**src/core/shp_pkg.sv**
```systemverilog
// Constants shared by the host port and mode pin block
package shp_pkg;
   // Timing
   localparam int CLK_PERIOD_NS   = 50;
   localparam int RESET_MIN_NS    = 1000000;
   localparam int RESET_MIN_CYC   =
      (RESET_MIN_NS + CLK_PERIOD_NS - 1) / CLK_PERIOD_NS;

   // Avalon register byte offsets
   localparam logic [3:0] OFS_STATUS   = 4'h0;
   localparam logic [3:0] OFS_HOST_RD  = 4'h4;
   localparam logic [3:0] OFS_HOST_WR  = 4'h8;

   // Status register fields
   localparam int ST_HW_MODE    = 0;
   localparam int ST_CLK_OE     = 1;
   localparam int ST_IN_RESET   = 2;
   localparam int ST_RST_SHORT  = 3;
   localparam int ST_CFG_LSB    = 8;

   // Control byte fields (host register 0)
   localparam int CB_MODE_LSB   = 0;
   localparam int CB_FREQ_LSB   = 2;
   localparam int CB_FAST       = 4;
   localparam int CB_NETSTD     = 5;

   // Reset values
   localparam logic [7:0]  HOST_REG_RST = 8'h00;
   localparam logic [31:0] WORD_ZERO    = 32'h0000_0000;
endpackage

```
**src/core/shp_port.sv**
```systemverilog
// Host parallel port, mode straps, device reset and clock output enable
//
// Operation
// Clock enable low floats frame/bit clocks
// Host selects port by driving select low
// Deselected port idles, data bus floats
// Reset pin low resets; hold 1 ms
// Host resets after power-on, reference change
// Mode pin low: control from processor port
// Mode pin high: control from strap pins
// Eight-bit three-state data bus, bit0 LSB
// Direction high host reads, low writes
// Single address bit selects register
// Active-low data strobe times each transfer
// Write captured on strobe rising edge
`timescale 1ns/100ps
`default_nettype none
module shp_port #(
   parameter int RST_MIN_CYCLES = shp_pkg::RESET_MIN_CYC
) (
   input  wire logic        clk,
   input  wire logic        rst_n,
   // Avalon-MM slave
   input  wire logic [3:0]  avs_address,
   input  wire logic        avs_read,
   input  wire logic        avs_write,
   input  wire logic [31:0] avs_writedata,
   output logic [31:0]      avs_readdata,
   output logic             avs_waitrequest,
   // Host parallel port
   input  wire logic        host_port_select_n,
   input  wire logic        host_read_write,
   input  wire logic        register_address_bit,
   input  wire logic        host_data_strobe_n,
   input  wire logic [7:0]  host_data_bus_in,
   output logic [7:0]       host_data_bus_out,
   output logic             host_data_bus_oe,
   // Device reset pin and core reset
   input  wire logic        device_reset_n,
   output logic             core_reset_n,
   // Mode and strap pins
   input  wire logic        hardware_mode_select,
   input  wire logic        mode_strap_a,
   input  wire logic        mode_strap_b,
   input  wire logic        freq_strap_a,
   input  wire logic        freq_strap_b,
   input  wire logic        fast_acquire_pin,
   input  wire logic        network_standard_select,
   // Effective configuration
   output logic [1:0]       cfg_mode,
   output logic [1:0]       cfg_freq,
   output logic             cfg_fast_acquire,
   output logic             cfg_network_standard,
   // Clock outputs
   input  wire logic        clock_output_enable,
   input  wire logic [5:0]  gen_clocks,
   output logic             frame_pulse_16m,
   output logic             frame_pulse_8m,
   output logic             bit_clock_16m,
   output logic             bit_clock_8m,
   output logic             bit_clock_4m,
   output logic             bit_clock_2m,
   output logic             clock_outputs_oe
);
   localparam int CNT_W = $clog2(RST_MIN_CYCLES + 1);

   // Counter width grows with the minimum; refuse values it cannot serve
   if (RST_MIN_CYCLES < 1 || RST_MIN_CYCLES > 1000000) begin : g_bad_min
      $error("RST_MIN_CYCLES out of range");
   end

   logic [CNT_W-1:0] rst_cnt_ff, nxt_rst_cnt;
   logic             rst_short_ff, nxt_rst_short;
   logic             core_rst_n_ff, nxt_core_rst_n;
   logic [7:0]       ctrl_ff, nxt_ctrl;
   logic [7:0]       stat_ff, nxt_stat;
   logic [7:0]       wr_hold_ff, nxt_wr_hold;
   logic [7:0]       dout_ff, nxt_dout;
   logic             ds_prev_ff, nxt_ds_prev;
   logic             ack_ff, nxt_ack;
   logic [31:0]      rdata_ff, nxt_rdata;
   logic [5:0]       clk_q_ff, nxt_clk_q;
   logic [5:0]       cfg_bits;
   logic             selected, host_wr;
   logic             avs_req;

   // Core reset closes the port too, so no host write lands mid-reset
   assign selected = !host_port_select_n && core_rst_n_ff;
   // Write commits as the strobe rises while still selected
   assign host_wr  = selected && !host_read_write
                     && !ds_prev_ff && host_data_strobe_n;
   assign avs_req  = avs_read || avs_write;

   // Strap pins or host control byte steer the configuration
   always_comb begin
      if (hardware_mode_select) begin
         cfg_bits = {network_standard_select, fast_acquire_pin,
                     freq_strap_b, freq_strap_a,
                     mode_strap_b, mode_strap_a};
      end else begin
         cfg_bits = ctrl_ff[5:0];
      end
   end
   // Field slices of the effective configuration
   assign cfg_mode             = cfg_bits[shp_pkg::CB_MODE_LSB +: 2];
   assign cfg_freq             = cfg_bits[shp_pkg::CB_FREQ_LSB +: 2];
   assign cfg_fast_acquire     = cfg_bits[shp_pkg::CB_FAST];
   assign cfg_network_standard = cfg_bits[shp_pkg::CB_NETSTD];

   // Reset pulse width tracking; the core stays in reset while pin is low
   always_comb begin
      nxt_rst_cnt    = rst_cnt_ff;
      nxt_rst_short  = rst_short_ff;
      nxt_core_rst_n = device_reset_n;
      if (!device_reset_n) begin
         if (rst_cnt_ff != CNT_W'(RST_MIN_CYCLES))
            nxt_rst_cnt = rst_cnt_ff + CNT_W'(1);
      end else begin
         nxt_rst_cnt = '0;
         // Release after a pulse shorter than the minimum is flagged
         // A zero count means only the system reset held the core, which
         // is no short pin pulse and must not raise the flag
         if (!core_rst_n_ff && rst_cnt_ff != '0
             && rst_cnt_ff != CNT_W'(RST_MIN_CYCLES))
            nxt_rst_short = 1'b1;
         else if (avs_write && ack_ff
                  && avs_address == shp_pkg::OFS_STATUS
                  && avs_writedata[shp_pkg::ST_RST_SHORT])
            nxt_rst_short = 1'b0;
      end
   end

   // Host and Avalon share the two port bytes; host write wins a collision
   always_comb begin
      nxt_ctrl    = ctrl_ff;
      nxt_stat    = stat_ff;
      nxt_ds_prev = host_data_strobe_n;
      nxt_wr_hold = wr_hold_ff;
      // Byte latched every strobe-low cycle; the commit uses it one cycle on
      if (!host_data_strobe_n)
         nxt_wr_hold = host_data_bus_in;
      if (avs_write && ack_ff && avs_address == shp_pkg::OFS_HOST_RD)
         nxt_stat = avs_writedata[7:0];
      if (host_wr) begin
         if (register_address_bit)
            nxt_stat = wr_hold_ff;
         else
            nxt_ctrl = wr_hold_ff;
      end
      // Control byte held at its reset value while the core is in reset
      if (!core_rst_n_ff)
         nxt_ctrl = shp_pkg::HOST_REG_RST;
      nxt_dout = register_address_bit ? stat_ff : ctrl_ff;
      nxt_clk_q = gen_clocks;
   end

   // Device drives the bus only on a selected read
   assign host_data_bus_out = dout_ff;
   assign host_data_bus_oe  = selected && host_read_write;

   // Clock outputs float while the enable pin is low
   assign clock_outputs_oe = clock_output_enable;
   assign frame_pulse_16m  = clk_q_ff[0];
   assign frame_pulse_8m   = clk_q_ff[1];
   assign bit_clock_16m    = clk_q_ff[2];
   assign bit_clock_8m     = clk_q_ff[3];
   assign bit_clock_4m     = clk_q_ff[4];
   assign bit_clock_2m     = clk_q_ff[5];
   assign core_reset_n     = core_rst_n_ff;

   // Avalon slave: one wait state, read data ready with the answer
   always_comb begin
      nxt_ack   = avs_req && !ack_ff;
      nxt_rdata = rdata_ff;
      if (avs_read && !ack_ff) begin
         nxt_rdata = shp_pkg::WORD_ZERO;  // Unmapped offsets read zero
         case (avs_address)
            shp_pkg::OFS_STATUS: begin
               nxt_rdata[shp_pkg::ST_HW_MODE]   = hardware_mode_select;
               nxt_rdata[shp_pkg::ST_CLK_OE]    = clock_output_enable;
               nxt_rdata[shp_pkg::ST_IN_RESET]  = !core_rst_n_ff;
               nxt_rdata[shp_pkg::ST_RST_SHORT] = rst_short_ff;
               nxt_rdata[shp_pkg::ST_CFG_LSB +: 6] = cfg_bits;
            end
            shp_pkg::OFS_HOST_RD: nxt_rdata[7:0] = stat_ff;
            shp_pkg::OFS_HOST_WR: nxt_rdata[7:0] = ctrl_ff;
            default:              nxt_rdata = shp_pkg::WORD_ZERO;
         endcase
      end
   end
   // A request held past its answer starts over, so the master must drop it
   assign avs_waitrequest = avs_req && !ack_ff;
   assign avs_readdata    = rdata_ff;

   // Register stage for all state
   always_ff @(posedge clk or negedge rst_n) begin
      if (!rst_n) begin
         rst_cnt_ff    <= '0;
         rst_short_ff  <= 1'b0;
         core_rst_n_ff <= 1'b0;
         ctrl_ff       <= shp_pkg::HOST_REG_RST;
         stat_ff       <= shp_pkg::HOST_REG_RST;
         wr_hold_ff    <= shp_pkg::HOST_REG_RST;
         dout_ff       <= shp_pkg::HOST_REG_RST;
         ds_prev_ff    <= 1'b1;
         ack_ff        <= 1'b0;
         rdata_ff      <= shp_pkg::WORD_ZERO;
         clk_q_ff      <= '0;
      end else begin
         rst_cnt_ff    <= nxt_rst_cnt;
         rst_short_ff  <= nxt_rst_short;
         core_rst_n_ff <= nxt_core_rst_n;
         ctrl_ff       <= nxt_ctrl;
         stat_ff       <= nxt_stat;
         wr_hold_ff    <= nxt_wr_hold;
         dout_ff       <= nxt_dout;
         ds_prev_ff    <= nxt_ds_prev;
         ack_ff        <= nxt_ack;
         rdata_ff      <= nxt_rdata;
         clk_q_ff      <= nxt_clk_q;
      end
   end
endmodule
`default_nettype wire

```
**config.mk**
```make
export PLATFORM = sky130hd
export DESIGN_NAME = shp_port
export DESIGN_NICKNAME = d
export VERILOG_FILES = /design/src/core/shp_pkg.sv /design/src/core/shp_port.sv
export SDC_FILE = /design/constraint.sdc
export NUM_CORES = 1
export LEC_CHECK = 0
export BUFFER_PORTS_ARGS = -buffer_cell sky130_fd_sc_hd__buf_2
export CORE_MARGIN = 2
export CORE_UTILIZATION = 51
export CTS_BUF_LIST = sky130_fd_sc_hd__clkbuf_8
export DETAILED_ROUTE_END_ITERATION = 10
export PLACE_DENSITY_LB_ADDON = 0.1
export RECOVER_POWER = 50
export SLEW_MARGIN = 40
export SYNTH_ARGS = -nofsm -noshare
export SYNTH_HDL_FRONTEND = slang
export SYNTH_SLANG_ARGS = --single-unit
```
**constraint.sdc**
```tcl
create_clock -name clk -period 2.3 [get_ports clk]
set_input_delay 0.46 -clock clk [delete_from_list [all_inputs] [get_ports clk]]
set_output_delay 0.46 -clock clk [all_outputs]
set_load 0.02 [all_outputs]
```
==> out/qor_table.md <==
| Group | Metric | This run |
|:---|:---|:---|
| clocking | Number of buffers on the longest clock path | 2 |
| clocking | CTS clock-pin slew for the worst setup and hold paths | 0.08 ns |
| placement | Placement-stage worst setup slack | 0.286 ns |
| route | Via density per instance | 5.22 |
| clocking | # clock sinks | 71 |
| timing | Max Transition Viols Final | 72 |
| finish | Area Growth Syn to Fin | 17.3% |
| logic synthesis | Share of the synthesized area in the top cell type | 52.6% |
| finish | Commonest non-fill, non-tap cell in the layout | sky130_fd_sc_hd__buf_2 |
| finish | Fraction of layout cells with a size suffix above 1 | 33.9% |
| timing | Tightest Pin Transition | 1.72 ns |
| logic synthesis | Cell count after synthesis | 294 |
| timing | Slew HR | -14.4% |
| logic synthesis | Count of different cell masters after synthesis | 45 |
| logic synthesis | Average footprint of a synthesized cell | 11.3 um^2 |
| power | Power density of the placed cells | 694 nW/um^2 |
| route | DR iter-0 viols | 106 |
| route | Overall via count from detail_route | 2402 |
| floorplan | Full die area | 7190 um^2 |
| clocking | Clock network latency to the later pin of the worst-skew pair | 0.34 ns |
| finish | Most frequent cells in the layout | sky130_fd_sc_hd__buf_2 (77), sky130_fd_sc_hd__dfrtp_1 (70), sky130_fd_sc_hd__nand2_1 (27) |
| floorplan | Rows | 29 |
| clocking | H-Tree Level Count | 3 |
| placement | Quantity of I/O buffers inserted on ports | 80 |
| logic synthesis | Area fraction in compound gates after synthesis | 9.17% |
| timing | Sum of negative setup slack | 0 ns |
| timing | RSZ-0062 raised after global routing | no |
| global route | Wire length of the first global-routing pass | 11.5 mm |
| logic synthesis | Area share of fa/ha/maj cells after synthesis | 0.751% |
| clocking | Cts hold-fix bufs | 0 |
| setup path | Kind of start point of the critical path | flop |
| route | Wire length reported by the detailed router | 6.80 mm |
| global route | Remaining global-route overflow | 0 |
| logic synthesis | Area of the mapped netlist | 3330 um^2 |
| timing | Hold violation total from the final report | 0 |
| finish | Antenna diode instance count | 0 |
| floorplan | Starting density of the core | 52.5% |
| setup path | Class of the most critical setup path | flop to flop |
| floorplan | Die height | 84.8 um |
| timing | Final worst-path cycle share | 75.0% |
| route | DRT antenna net count | 0 |
| logic synthesis | Main combinational cell family by area after synthesis | simple AND/OR/NAND/NOR gates |
| status | Status | complete, but fails checks |
| route | Number of remaining DRC errors | 0 |
| global route | Antenna violations before repair | 0 |
| global route | Pin count of the biggest net entering global routing | 72 |
| clocking | Clock tree root buffer cell | sky130_fd_sc_hd__clkbuf_8 |
| logic synthesis | Multiplexer fraction of the synthesized cell area | 11.9% |
| status | Violations in the final reports | max-capacitance violations, max-slew violations |
| finish | Total number of nets in the final design | 447 |
| clocking | Clock tree from TritonCTS | yes |
| logic synthesis | Simple-gate area share of the yosys netlist | 15.2% |
| placement | HPWL after detailed placement | 4.94 mm |
| floorplan | Die Span X | 84.8 um |
| clocking | Setup bufs post-CTS | 0 |
| setup path | Crit-path max FO | 8 |
| placement | RePlAce Congestion | 0.805 |
| setup path | Type of element capturing the critical path | flop |
| setup path | Reg2reg setup slack | 0.58 ns |
| clocking | CTS-repair resized insts | 0 |
| timing | Number of endpoints failing setup at the final stage | 0 |
| setup path | Worst r2r path cells | 4 |
| global route | Vias in the first global route | 2333 |
| global route | Global Route Usage Sum | 20.3% |
| power | Worst voltage drop across the vdd grid | 0.434 mV |
| setup path | Worst reg2reg endpoint | ctrl_ff[0] |
| setup path | Endpoint required time on the critical path | 2.52 ns |
| logic synthesis | Warning count from the yosys run | 0 |
| timing | Shortest clock period the worst path allows after layout | 1.72 ns |
| setup path | Worst Path Arrival | 1.95 ns |
| power | Total power consumption of the routed design | 2.71 mW |
| route | Detailed-router iteration count before antenna repair | 4 |
| logic synthesis | Cell type contributing the most total cell area after synthesis | sky130_fd_sc_hd__dfrtp_1 |
| logic synthesis | Top cells by area, synth | sky130_fd_sc_hd__dfrtp_1 (53%), sky130_fd_sc_hd__mux2_2 (7.4%), sky130_fd_sc_hd__buf_4 (4.5%) |
| logic synthesis | Synth async-reset ratio | 100% |
| floorplan | Total core area | 6350 um^2 |
| finish | FILL cells | 557 |
| setup path | Worst setup path endpoint | ctrl_ff[0] |
| logic synthesis | Total of flip-flops plus latches after synthesis | 71 |
| setup path | Worst setup path startpoint | ds_prev_ff |
| timing | Maximum clock frequency | 580 MHz |
| clocking | Number of buffers created by CTS | 9 |
| timing | Post-route setup slack | 0.575 ns |
| job | Max Cap Viol | 1 |
| logic synthesis | Number of synthesized flops with an enable pin | 0 |
| timing | Clock skew | 0.00965 ns |
| logic synthesis | Most instantiated flip-flop cell in the synthesis netlist | sky130_fd_sc_hd__dfrtp_1 |
| logic synthesis | Parity-gate share of the synthesized area counting xor and xnor cells | 2.63% |
| floorplan | Number of placed I/O pins | 123 |
| setup path | Launch point of the worst reg-to-reg path | ds_prev_ff |
| power | Leakage Power | 1.83 nW |
| worst hold path | Hold Path Class | primary input to flop |
| logic synthesis | Part of the Yosys area used for sequential elements | 53.4% |
| route | Mean routed wirelength per cell | 14.8 um |
## logic make-up (layout without fill, tap and decap cells)
logic type	Yosys count	count (layout)
xor+xnor	10	10
other cells	1	18
compound gates	48	48
mux	37	37
buf+inv	36	108
fa+ha+maj	2	2
simple gates	89	89
flops	71	71
## synthesized netlist by cell type (3+ instances only)
| cell | number |
|---|---|
| sky130_fd_sc_hd__nand2_1 | 27 |
| sky130_fd_sc_hd__xor2_1 | 5 |
| sky130_fd_sc_hd__nand2b_1 | 7 |
| sky130_fd_sc_hd__mux2_2 | 22 |
| sky130_fd_sc_hd__a21oi_1 | 5 |
| sky130_fd_sc_hd__inv_1 | 5 |
| sky130_fd_sc_hd__nand3_1 | 4 |
| sky130_fd_sc_hd__o21ai_0 | 23 |
| sky130_fd_sc_hd__a22o_2 | 5 |
| sky130_fd_sc_hd__nor4_1 | 5 |
| sky130_fd_sc_hd__a22oi_1 | 4 |
| sky130_fd_sc_hd__xnor2_1 | 5 |
| sky130_fd_sc_hd__clkbuf_1 | 8 |
| sky130_fd_sc_hd__nand4_1 | 5 |
| sky130_fd_sc_hd__nor2b_1 | 5 |
| sky130_fd_sc_hd__dfrtp_1 | 70 |
| sky130_fd_sc_hd__or4_1 | 3 |
| sky130_fd_sc_hd__a22o_1 | 4 |
| sky130_fd_sc_hd__and3_1 | 3 |
| sky130_fd_sc_hd__mux2i_1 | 15 |
| sky130_fd_sc_hd__buf_4 | 20 |
| sky130_fd_sc_hd__nor2_1 | 14 |
## through the flow
step           cells  instance area, um^2  utilization, %  hold slack [ns]
2_1_floorplan    311                 3390               -            0.164
3_3_place_gp     444                 3750            59.0            0.457
3_5_place_dp     444                 3750            59.0            0.466
4_1_cts          460                 3930            61.9            0.149
5_1_grt          460                 3910            61.5            0.199
6_report         460                 3910            61.5            0.222
## report_power, final
| part | internal (mW) | leakage, nW | switching [mW] |
|---|---|---|---|
| logic | 0.155 | 0.821 | 0.234 |
| clock network | 0.446 | 0.0873 | 0.463 |
| registers | 1.35 | 0.926 | 0.0650 |
| total | 1.95 | 1.83 | 0.762 |
## worst min-delay path by stage
stage	start	to	cells after the start
global route	gen_clocks[0]	clk_q_ff[0]	1
CTS	rst_n	ctrl_ff[7]	2
global placement	avs_readdata[4]	avs_readdata[4]	2
detailed placement	avs_readdata[4]	avs_readdata[4]	2
finish	gen_clocks[0]	clk_q_ff[0]	1
floorplan	rst_n	ack_ff	0
## metal layers
layer | vias up | share of wire [%] | track usage (%)
li1 | 1172 | - | -
met1 | 1135 | 50 | 30.2
met5 | - | 0 | 0
met3 | 7 | 6.4 | 4.57
met2 | 88 | 43 | 29.4
met4 | 0 | 1.1 | 7.36
## area by class of cell
type / instances / area [um^2] / area share (%)
well taps: 77 / 96.3 / 2.47
clock inverters: 5 / 32.5 / 0.833
flip-flops and latches: 71 / 1780 / 45.5
clock buffers: 11 / 151 / 3.88
inverters: 5 / 18.8 / 0.480
multi-input cells: 204 / 1390 / 35.6
repair buffers: 87 / 439 / 11.2
## sequential cells by signal, summed over array words and instances (netlist names)
name,flops
clk_q_ff,6
wr_hold_ff,8
core_reset_n,1
stat_ff,8
rst_short_ff,1
host_data_bus_out,8
ds_prev_ff,1
ctrl_ff,8
avs_readdata,14
ack_ff,1
rst_cnt_ff,15
## critical path: stages (launching register included)
cell                      delay [ns]
sky130_fd_sc_hd__dfstp_2        0.38
sky130_fd_sc_hd__or4b_4         0.53
sky130_fd_sc_hd__nor3b_4        0.41
sky130_fd_sc_hd__mux2i_1        0.23
sky130_fd_sc_hd__nor2b_1        0.06
No activity file was read; power rests on OpenSTA's default activity.
